$ cat config.mk
export PLATFORM = sky130hd
export DESIGN_NAME = fspc_ctrl
export DESIGN_NICKNAME = d
export VERILOG_FILES = /design/src/fspc_pkg.sv /design/src/fspc_ctrl.sv
export SDC_FILE = /design/constraint.sdc
export NUM_CORES = 2
export LEC_CHECK = 0
export BUFFER_PORTS_ARGS = -buffer_cell sky130_fd_sc_hd__buf_2
export CAP_MARGIN = 15
export CORE_MARGIN = 3
export CORE_UTILIZATION = 60
export DETAILED_ROUTE_END_ITERATION = 16
export GPL_ROUTABILITY_DRIVEN = 1
export PLACE_DENSITY = 0.78
export SYNTH_ARGS = -nofsm -noshare
export SYNTH_HDL_FRONTEND = slang
export SYNTH_SLANG_ARGS = --single-unit
export TNS_END_PERCENT = 1
$ cat constraint.sdc
create_clock -name pclk -period 9.05 [get_ports pclk]
set_clock_uncertainty 0.2 [all_clocks]
set_input_delay 1.81 -clock pclk [delete_from_list [all_inputs] [get_ports pclk]]
set_output_delay 1.81 -clock pclk [all_outputs]
set_load 0.01 [all_outputs]
$ cat src/fspc_pkg.sv
// shared constants and types for the flash self-programming controller
package fspc_pkg;
  // apb register byte offsets
  localparam logic [7:0] FSPC_OFS_CONTROL = 8'h00;
  localparam logic [7:0] FSPC_OFS_KEY = 8'h04;
  localparam logic [7:0] FSPC_OFS_TPAGE = 8'h08;
  // flash_op_control field positions
  localparam int FSPC_BIT_START = 15;
  localparam int FSPC_BIT_PENABLE = 14;
  localparam int FSPC_BIT_SEQERR = 13;
  localparam int FSPC_BIT_ERASE = 6;
  localparam int FSPC_OPSEL_MSB = 3;
  // reset values
  localparam logic [3:0] FSPC_RST_OPSEL = 4'h0;
  localparam logic [7:0] FSPC_RST_TPAGE = 8'h00;
  // unlock values
  localparam logic [7:0] FSPC_KEY_FIRST = 8'h55;
  localparam logic [7:0] FSPC_KEY_SECOND = 8'haa;
  // operation_select encodings
  localparam logic [3:0] FSPC_SEL_BULK = 4'hf;
  localparam logic [3:0] FSPC_SEL_GENSEG = 4'hd;
  localparam logic [3:0] FSPC_SEL_C3 = 4'h3;
  localparam logic [3:0] FSPC_SEL_PAGE = 4'h2;
  localparam logic [3:0] FSPC_SEL_C1 = 4'h1;
  localparam logic [3:0] FSPC_SEL_CFG = 4'h0;
  // geometry in program address units (two per instruction)
  localparam logic [23:0] FSPC_PAGE_MASK = 24'hfffc00;
  localparam logic [23:0] FSPC_ROW_MASK = 24'hffff80;
  localparam logic [23:0] FSPC_WORD_MASK = 24'hfffffe;
  localparam int FSPC_BUF_WORDS = 64;
  // durations in internal_rc_osc cycles
  localparam int FSPC_ROW_OSC_CYCLES = 11064;
  localparam int FSPC_PAGE_OSC_CYCLES = 11064;
  localparam int FSPC_WORD_OSC_CYCLES = 1024;
  localparam int FSPC_BULK_OSC_CYCLES = 11064;
  localparam int FSPC_CFG_OSC_CYCLES = 1024;
  localparam int FSPC_CNT_W = 16;

  typedef enum logic [3:0] {
    FSPC_OP_NONE = 4'b0000,
    FSPC_OP_BULK = 4'b0001,
    FSPC_OP_GENSEG = 4'b0010,
    FSPC_OP_PAGE = 4'b0011,
    FSPC_OP_CFG_ERASE = 4'b0100,
    FSPC_OP_WORD = 4'b0101,
    FSPC_OP_ROW = 4'b0110,
    FSPC_OP_CFG_PROG = 4'b0111,
    FSPC_OP_UNIMP = 4'b1000
  } fspc_op_t;

  typedef enum logic [1:0] {
    FSPC_KEY_NONE = 2'b00,
    FSPC_KEY_HALF = 2'b01,
    FSPC_KEY_OPEN = 2'b10
  } fspc_key_t;
endpackage : fspc_pkg

$ cat src/fspc_ctrl.sv
// flash self-programming controller: apb registers, table port, holding buffer, op timer
//
// Design decisions made here: the APB slave port and the address map.
`timescale 1ns/10ps
module fspc_ctrl
  import fspc_pkg::*;
#(
  parameter int ROW_OSC_CYCLES = FSPC_ROW_OSC_CYCLES,
  parameter int PAGE_OSC_CYCLES = FSPC_PAGE_OSC_CYCLES,
  parameter int BULK_OSC_CYCLES = FSPC_BULK_OSC_CYCLES
) (
  input wire logic pclk, // bus clock, 125 mhz
  input wire logic presetn, // bus reset, async active low
  input wire logic por_n, // power-on reset, async active low
  input wire logic psel, // apb select
  input wire logic penable, // apb enable
  input wire logic pwrite, // apb direction
  input wire logic [31:0] paddr, // apb byte address
  input wire logic [31:0] pwdata, // apb write data
  output logic [31:0] prdata, // apb read data
  output logic pready, // apb ready
  output logic pslverr, // apb error on unmapped address
  input wire logic tbl_req, // table op request, one cycle
  input wire logic tbl_write, // 1 write, 0 read
  input wire logic tbl_high, // 1 high op, 0 low op
  input wire logic tbl_byte, // byte mode
  input wire logic [15:0] tbl_ea, // effective_addr from working register
  input wire logic [15:0] tbl_wdata, // table write data
  output logic [15:0] tbl_rdata, // table read data
  output logic tbl_ack, // table op done, one cycle
  output logic cpu_stall, // processor stall while op runs
  output logic [23:0] fl_raddr, // array read address
  output logic fl_cfg_space, // access targets configuration space
  input wire logic [23:0] fl_rdata, // array read word, valid cycle after fl_raddr
  output logic fl_op_active, // array operation running
  output logic [3:0] fl_op, // running operation kind
  output logic [23:0] fl_addr, // aligned operation address
  input wire logic [5:0] buf_idx, // holding buffer read index from array
  output logic [23:0] buf_rdata, // holding buffer word, one cycle later
  input wire logic osc_in // internal_rc_osc clock seen as a level
);

  function automatic fspc_op_t fspc_decode(input logic erase, input logic [3:0] sel);
    fspc_op_t op;
    op = FSPC_OP_UNIMP;
    if (erase) begin
      unique case (sel)
        FSPC_SEL_BULK: op = FSPC_OP_BULK;
        FSPC_SEL_GENSEG: op = FSPC_OP_GENSEG;
        FSPC_SEL_PAGE: op = FSPC_OP_PAGE;
        FSPC_SEL_CFG: op = FSPC_OP_CFG_ERASE;
        FSPC_SEL_C3, FSPC_SEL_C1: op = FSPC_OP_NONE;
        default: op = FSPC_OP_UNIMP;
      endcase
    end else begin
      unique case (sel)
        FSPC_SEL_C3: op = FSPC_OP_WORD;
        FSPC_SEL_C1: op = FSPC_OP_ROW;
        FSPC_SEL_CFG: op = FSPC_OP_CFG_PROG;
        FSPC_SEL_BULK, FSPC_SEL_GENSEG, FSPC_SEL_PAGE: op = FSPC_OP_NONE;
        default: op = FSPC_OP_UNIMP;
      endcase
    end
    return op;
  endfunction : fspc_decode

  function automatic logic [FSPC_CNT_W-1:0] fspc_last(input fspc_op_t op);
    logic [FSPC_CNT_W-1:0] n;
    n = FSPC_CNT_W'(FSPC_WORD_OSC_CYCLES - 1);
    unique case (op)
      FSPC_OP_ROW: n = FSPC_CNT_W'(ROW_OSC_CYCLES - 1);
      FSPC_OP_PAGE, FSPC_OP_GENSEG: n = FSPC_CNT_W'(PAGE_OSC_CYCLES - 1);
      FSPC_OP_BULK: n = FSPC_CNT_W'(BULK_OSC_CYCLES - 1);
      FSPC_OP_CFG_ERASE, FSPC_OP_CFG_PROG: n = FSPC_CNT_W'(FSPC_CFG_OSC_CYCLES - 1);
      default: n = FSPC_CNT_W'(FSPC_WORD_OSC_CYCLES - 1);
    endcase
    return n;
  endfunction : fspc_last

  // control register, kept on power-on reset only
  logic start_bit;
  logic program_enable;
  logic sequence_error;
  logic erase_sel;
  logic [3:0] operation_select;
  logic [7:0] table_page;
  fspc_key_t key_state;
  logic [FSPC_CNT_W-1:0] osc_count;
  logic osc_s1, osc_s2, osc_s3;
  logic [23:0] hold_buf [FSPC_BUF_WORDS];
  logic tbl_pend, pend_write, pend_high, pend_byte;
  logic [15:0] pend_ea, pend_wdata;

  wire logic apb_setup = psel && !penable;
  wire logic apb_wr = psel && penable && pready && pwrite;
  wire logic wr_ctrl = apb_wr && paddr[7:0] == FSPC_OFS_CONTROL && paddr[31:8] == 24'h0;
  wire logic wr_key = apb_wr && paddr[7:0] == FSPC_OFS_KEY && paddr[31:8] == 24'h0;
  wire logic wr_tpage = apb_wr && paddr[7:0] == FSPC_OFS_TPAGE && paddr[31:8] == 24'h0;
  wire logic set_try = wr_ctrl && pwdata[FSPC_BIT_START] && !start_bit;
  // enable and operation checked against the values written in the same access
  wire fspc_op_t next_op = fspc_decode(pwdata[FSPC_BIT_ERASE], pwdata[FSPC_OPSEL_MSB:0]);
  wire logic start_ok = set_try && key_state == FSPC_KEY_OPEN && pwdata[FSPC_BIT_PENABLE];
  wire logic start_real = start_ok && next_op != FSPC_OP_NONE && next_op != FSPC_OP_UNIMP;
  wire logic osc_tick = osc_s2 && !osc_s3;
  wire logic op_done = start_bit && osc_tick && osc_count == fspc_last(fspc_op_t'(fl_op));
  wire logic [23:0] next_target = {table_page, pend_ea};

  // oscillator crossing: first stage read only by the second
  always_ff @(posedge pclk or negedge presetn) begin
    if (!presetn) begin
      osc_s1 <= 1'b0;
      osc_s2 <= 1'b0;
      osc_s3 <= 1'b0;
    end else begin
      osc_s1 <= osc_in;
      osc_s2 <= osc_s1;
      osc_s3 <= osc_s2;
    end
  end

  always_ff @(posedge pclk or negedge por_n) begin
    if (!por_n) begin
      program_enable <= 1'b0;
      erase_sel <= 1'b0;
      operation_select <= FSPC_RST_OPSEL;
    end else if (wr_ctrl && !start_bit) begin
      program_enable <= pwdata[FSPC_BIT_PENABLE];
      erase_sel <= pwdata[FSPC_BIT_ERASE];
      operation_select <= pwdata[FSPC_OPSEL_MSB:0];
    end
  end

  // start bit: set only through a valid unlocked start, cleared only by completion
  always_ff @(posedge pclk or negedge por_n) begin
    if (!por_n) begin
      start_bit <= 1'b0;
      fl_op <= FSPC_OP_NONE;
      fl_addr <= 24'h0;
      osc_count <= '0;
    end else if (start_real) begin
      start_bit <= 1'b1;
      fl_op <= next_op;
      osc_count <= '0;
      unique case (next_op)
        FSPC_OP_PAGE: fl_addr <= next_target & FSPC_PAGE_MASK;
        FSPC_OP_ROW: fl_addr <= next_target & FSPC_ROW_MASK;
        default: fl_addr <= next_target & FSPC_WORD_MASK;
      endcase
    end else if (op_done) begin
      start_bit <= 1'b0;
      fl_op <= FSPC_OP_NONE;
    end else if (start_bit && osc_tick) begin
      osc_count <= osc_count + 1'b1;
    end
  end

  // error flag: hardware set wins over a software clear in the same write
  always_ff @(posedge pclk or negedge por_n) begin
    if (!por_n) begin
      sequence_error <= 1'b0;
    end else if (set_try && !start_ok) begin
      sequence_error <= 1'b1;
    end else if (start_ok) begin
      sequence_error <= 1'b0;
    end else if (wr_ctrl && !start_bit) begin
      sequence_error <= pwdata[FSPC_BIT_SEQERR];
    end
  end

  always_ff @(posedge pclk or negedge por_n) begin
    if (!por_n) begin
      cpu_stall <= 1'b0;
      fl_op_active <= 1'b0;
    end else begin
      cpu_stall <= start_real || (start_bit && !op_done);
      fl_op_active <= start_real || (start_bit && !op_done);
    end
  end

  // unlock tracker; any other write breaks the consecutive pair
  always_ff @(posedge pclk or negedge presetn) begin
    if (!presetn) begin
      key_state <= FSPC_KEY_NONE;
    end else if (wr_key) begin
      unique case (key_state)
        FSPC_KEY_NONE: key_state <= (pwdata[7:0] == FSPC_KEY_FIRST) ? FSPC_KEY_HALF : FSPC_KEY_NONE;
        FSPC_KEY_HALF: key_state <= (pwdata[7:0] == FSPC_KEY_SECOND) ? FSPC_KEY_OPEN : FSPC_KEY_NONE;
        FSPC_KEY_OPEN: key_state <= (pwdata[7:0] == FSPC_KEY_FIRST) ? FSPC_KEY_HALF : FSPC_KEY_NONE;
        default: key_state <= FSPC_KEY_NONE;
      endcase
    end else if (apb_wr) begin
      key_state <= FSPC_KEY_NONE;
    end
  end

  always_ff @(posedge pclk or negedge presetn) begin
    if (!presetn) begin
      table_page <= FSPC_RST_TPAGE;
    end else if (wr_tpage) begin
      table_page <= pwdata[7:0];
    end
  end

  // apb slave: one wait-free access phase, data prepared in setup
  always_ff @(posedge pclk or negedge presetn) begin
    if (!presetn) begin
      pready <= 1'b0;
      prdata <= 32'h0;
      pslverr <= 1'b0;
    end else begin
      pready <= apb_setup;
      pslverr <= 1'b0;
      prdata <= 32'h0;
      if (apb_setup) begin
        if (paddr[31:8] != 24'h0) begin
          pslverr <= 1'b1;
        end else begin
          unique case (paddr[7:0])
            FSPC_OFS_CONTROL: prdata <= {16'h0, start_bit, program_enable, sequence_error,
                                         6'h0, erase_sel, 2'h0, operation_select};
            FSPC_OFS_KEY: prdata <= 32'h0;
            FSPC_OFS_TPAGE: prdata <= {24'h0, table_page};
            default: pslverr <= 1'b1;
          endcase
        end
      end
    end
  end

  // table port: request taken, array or buffer touched next edge, ack after
  always_ff @(posedge pclk or negedge presetn) begin
    if (!presetn) begin
      tbl_pend <= 1'b0;
      pend_write <= 1'b0;
      pend_high <= 1'b0;
      pend_byte <= 1'b0;
      pend_ea <= 16'h0;
      pend_wdata <= 16'h0;
      fl_raddr <= 24'h0;
      fl_cfg_space <= 1'b0;
    end else begin
      tbl_pend <= tbl_req && !tbl_pend && !start_bit;
      if (tbl_req && !tbl_pend && !start_bit) begin
        pend_write <= tbl_write;
        pend_high <= tbl_high;
        pend_byte <= tbl_byte;
        pend_ea <= tbl_ea;
        pend_wdata <= tbl_wdata;
        fl_raddr <= {table_page, tbl_ea & 16'hfffe};
        fl_cfg_space <= table_page[7];
      end
    end
  end

  always_ff @(posedge pclk or negedge presetn) begin
    if (!presetn) begin
      tbl_ack <= 1'b0;
      tbl_rdata <= 16'h0;
    end else begin
      tbl_ack <= tbl_pend;
      if (tbl_pend && !pend_write) begin
        if (!pend_high && !pend_byte) begin
          tbl_rdata <= fl_rdata[15:0];
        end else if (!pend_high) begin
          tbl_rdata <= {8'h0, pend_ea[0] ? fl_rdata[15:8] : fl_rdata[7:0]};
        end else begin
          tbl_rdata <= {8'h0, (pend_byte && pend_ea[0]) ? 8'h0 : fl_rdata[23:16]};
        end
      end
    end
  end

  // holding buffer: index from effective address, never the array itself
  always_ff @(posedge pclk) begin
    if (tbl_pend && pend_write) begin
      if (!pend_high && !pend_byte) begin
        hold_buf[pend_ea[6:1]][15:0] <= pend_wdata;
      end else if (!pend_high && pend_ea[0]) begin
        hold_buf[pend_ea[6:1]][15:8] <= pend_wdata[7:0];
      end else if (!pend_high) begin
        hold_buf[pend_ea[6:1]][7:0] <= pend_wdata[7:0];
      end else if (!(pend_byte && pend_ea[0])) begin
        hold_buf[pend_ea[6:1]][23:16] <= pend_wdata[7:0];
      end
    end
    buf_rdata <= hold_buf[buf_idx];
  end
endmodule : fspc_ctrl

==> results_dict.tcl <==
set metrics [dict create \
    synth.most_common_cell "edfxtp_1" \
    antenna_left 0 \
    grt_pass1_vias 34400 \
    yosysTopAreaCell "edfxtp_1" \
    initial_core_util_pct 60.6 \
    hold_class "reg -> reg" \
    setup.worst_path.end_class "register" \
    syn-cell-area_mm2 0.0662 \
    yosys_warnings 0 \
    swShare_pct 22.2 \
    drc 0 \
    synth_cell_types 63 \
    synth_edf_count 1536 \
    postSynthCellCount 3335 \
    setup_viol 0 \
    ys_ff_latch 1699 \
    pwr-share-clk_pct 40.4 \
    antenna_found_initial 10 \
    synth_top_cells_by_count "edfxtp_1 (1536), mux4_2 (381), nor2_1 (245)" \
    num-nets-final 3702 \
    synth_top_area_share_pct 69.7 \
    finalSetupTns_ns 0 \
    ys.flop_type "edfxtp_1" \
    maxCapViolCount 0 \
    avgViaCountPerCell 6.48 \
    die_area_mm2 0.114 \
    fp.coreArea_mm2 0.109 \
    die_w_um 338 \
    worst_pin_slew_ns 1.21 \
    power_density_mw_per_mm2 228 \
    overflow 0 \
    hpwl_um 93600 \
    fp.dieH_um 338 \
    dr.first_iter.drc_count 4018 \
    grtUsageMet3_pct 5.52 \
    cts_hold_buf 0 \
    period_share_pct 51.3 \
    syn2layout_area_growth_pct 12.0 \
    grt-busiest-layer "met2" \
    pin_count 267 \
    period_minus_slack_ns 4.64 \
    cts_resized 0 \
    design_area_mm2 0.0741 \
    grt_pass1_wl_um 227000 \
    seq_area_frac_synth_pct 75.7 \
    numCtsBuffers 162 \
    switching_power_mw 3.75 \
    use_met1_pct 36.0 \
    arrival_ns 5.15 \
    cp-start-kind "input pin" \
    wl_um 153000 \
    comb_power_share_pct 6.3 \
    grt_use_total_pct 26.9 \
    dpl_cell_area_mm2 0.0686 \
    p_leak_nw 24.5 \
    clock_sinks 1699 \
    cts-root-buf "clkbuf_16" \
    gp_congestion 0.886 \
    hold_viol 0 \
    fmax_mhz 216 \
    via_count 33600 \
    dr.pass1.iters 8 \
    slew_viol_final 0 \
    synth-async-reset-ratio_pct 8.18 \
    pwr-share-seq_pct 53.3 \
    critPathMaxFanout 84 \
    relSlewSlack_pct 19.0 \
    avgSynthCellArea_um2 19.8 \
    crit_required_ns 9.56 \
    cts_tree "built" \
    rows 121 \
    hold_ws_ns 0.166 \
    wire_per_inst_um 29.5 \
    dp_slack_ns 3.60 \
    worst-setup-path-type "in -> reg" \
    cts_max_path_buffers 3 \
    p_int_mw 13.2 \
    cts_setup_buffers 0 \
    drive_gt1_share_pct 26.5 \
    clock_latency_ns 0.77 \
    port_buffers 222 \
    ir_worst_vdd_mv 0.169 \
    synth.top_cells.by_area "edfxtp_1 (70%), mux4_2 (13%), dfrtp_1 (5.3%)" \
    fin_ws_ns 4.41 \
    clk_pin_slew_worst_paths_ns 0.06 \
    status "finished clean" \
    rsz0062_at_grt "false" \
    htree_levels 4 \
    use_met2_pct 44.0 \
    grt_max_degree 130 \
]
[power groups by stage]
stage | Combinational (mW) | Sequential, mW | Clock (mW)
2_1_floorplan | 0.563 | 9.20 | 0
3_3_place_gp | 0.986 | 9.17 | 0
3_5_place_dp | 1.02 | 9.18 | 0
4_1_cts | 1.03 | 9.02 | 6.89
5_1_grt | 1.14 | 9.02 | 7.20
6_report | 1.07 | 9.01 | 6.83
[critical path: stages]
cell	delay (ns)
buf_8	0.54
buf_4	0.88
mux4_2	0.38
mux2i_1	0.08
a22o_1	0.34
a221oi_1	0.73
and3_1	0.27
[placed cells by master (no fill, tap or decap), drive strengths merged, types with 25 or more instances in the layout]
| cell | n |
|---|---|
| edfxtp | 1536 |
| mux4 | 381 |
| buf | 265 |
| nor2 | 245 |
| clkbuf | 207 |
| nand2 | 177 |
| dfrtp | 139 |
| mux2i | 106 |
| mux2 | 83 |
| clkinv | 61 |
| o22ai | 56 |
| a22oi | 45 |
| a21oi | 40 |
| o21ai | 39 |
| nand3 | 37 |
| and3 | 25 |
[stage by stage]
step	cells	util, %	power, mW
3_5_place_dp	4867	62.8	10.2
6_report	5178	67.9	16.9
2_1_floorplan	3357	-	9.76
4_1_cts	5166	67.7	16.9
5_1_grt	5176	67.9	17.4
3_3_place_gp	4867	62.8	10.2
[final timing paths]
check	cells past startpoint	startpoint	end	slack, ns
max in group asynchronous	2	presetn	pend_wdata[6]	6.68
worst max register to register	4	pend_ea[1]	hold_buf[61][8]	5.59
worst min-delay path	0	osc_s1	osc_s2	0.17
worst min register to register	0	osc_s1	osc_s2	0.17
worst max-delay path	7	buf_idx[2]	buf_rdata[20]	4.41
min in group asynchronous	1	presetn	pend_ea[9]	0.71
[final cells by class]
class,instances,area [um^2]
Clock inverter,92,1080
Fill cell,6595,35000
Timing Repair Buffer,265,1670
Inverter,5,18.8
Tap cell,1476,1850
Sequential cell,1699,50100
Clock buffer,207,4310
Multi-Input combinational cell,1431,15100
Antenna cell,3,7.51
[per-layer routing]
metal,vias to the layer above,wire [um]
met4,2,6100
li1,14000,-
met5,-,20
met2,1942,77800
met1,17300,54800
met3,344,14200
[cells by family (layout without fill, tap and decap cells)]
kind of cell             after synthesis  after routing  share of synthesized area [%]
multiplexers                         570            570                           16.0
AND/OR/NAND/NOR                      588            588                           4.04
XOR/XNOR                               8              8                          0.106
other                                  1             26                        0.00567
AO/OA/AOI/OAI                        241            241                           2.45
flip-flops                          1699           1699                           75.7
buffers and inverters                227            569                           1.72
adder cells (fa/ha/maj)                1              1                         0.0189
[sequential cells by signal, indices dropped and copies added, names as in the netlist, 2 cells and up]
signal,count
fl_raddr,8
pend_wdata,16
osc_count,16
operation_select,4
prdata,11
fl_addr,23
buf_rdata,24
table_page,8
key_state,2
hold_buf,1536
fl_op,4
tbl_rdata,16
pend_ea,15
No activity file was read; power rests on OpenSTA's default activity.
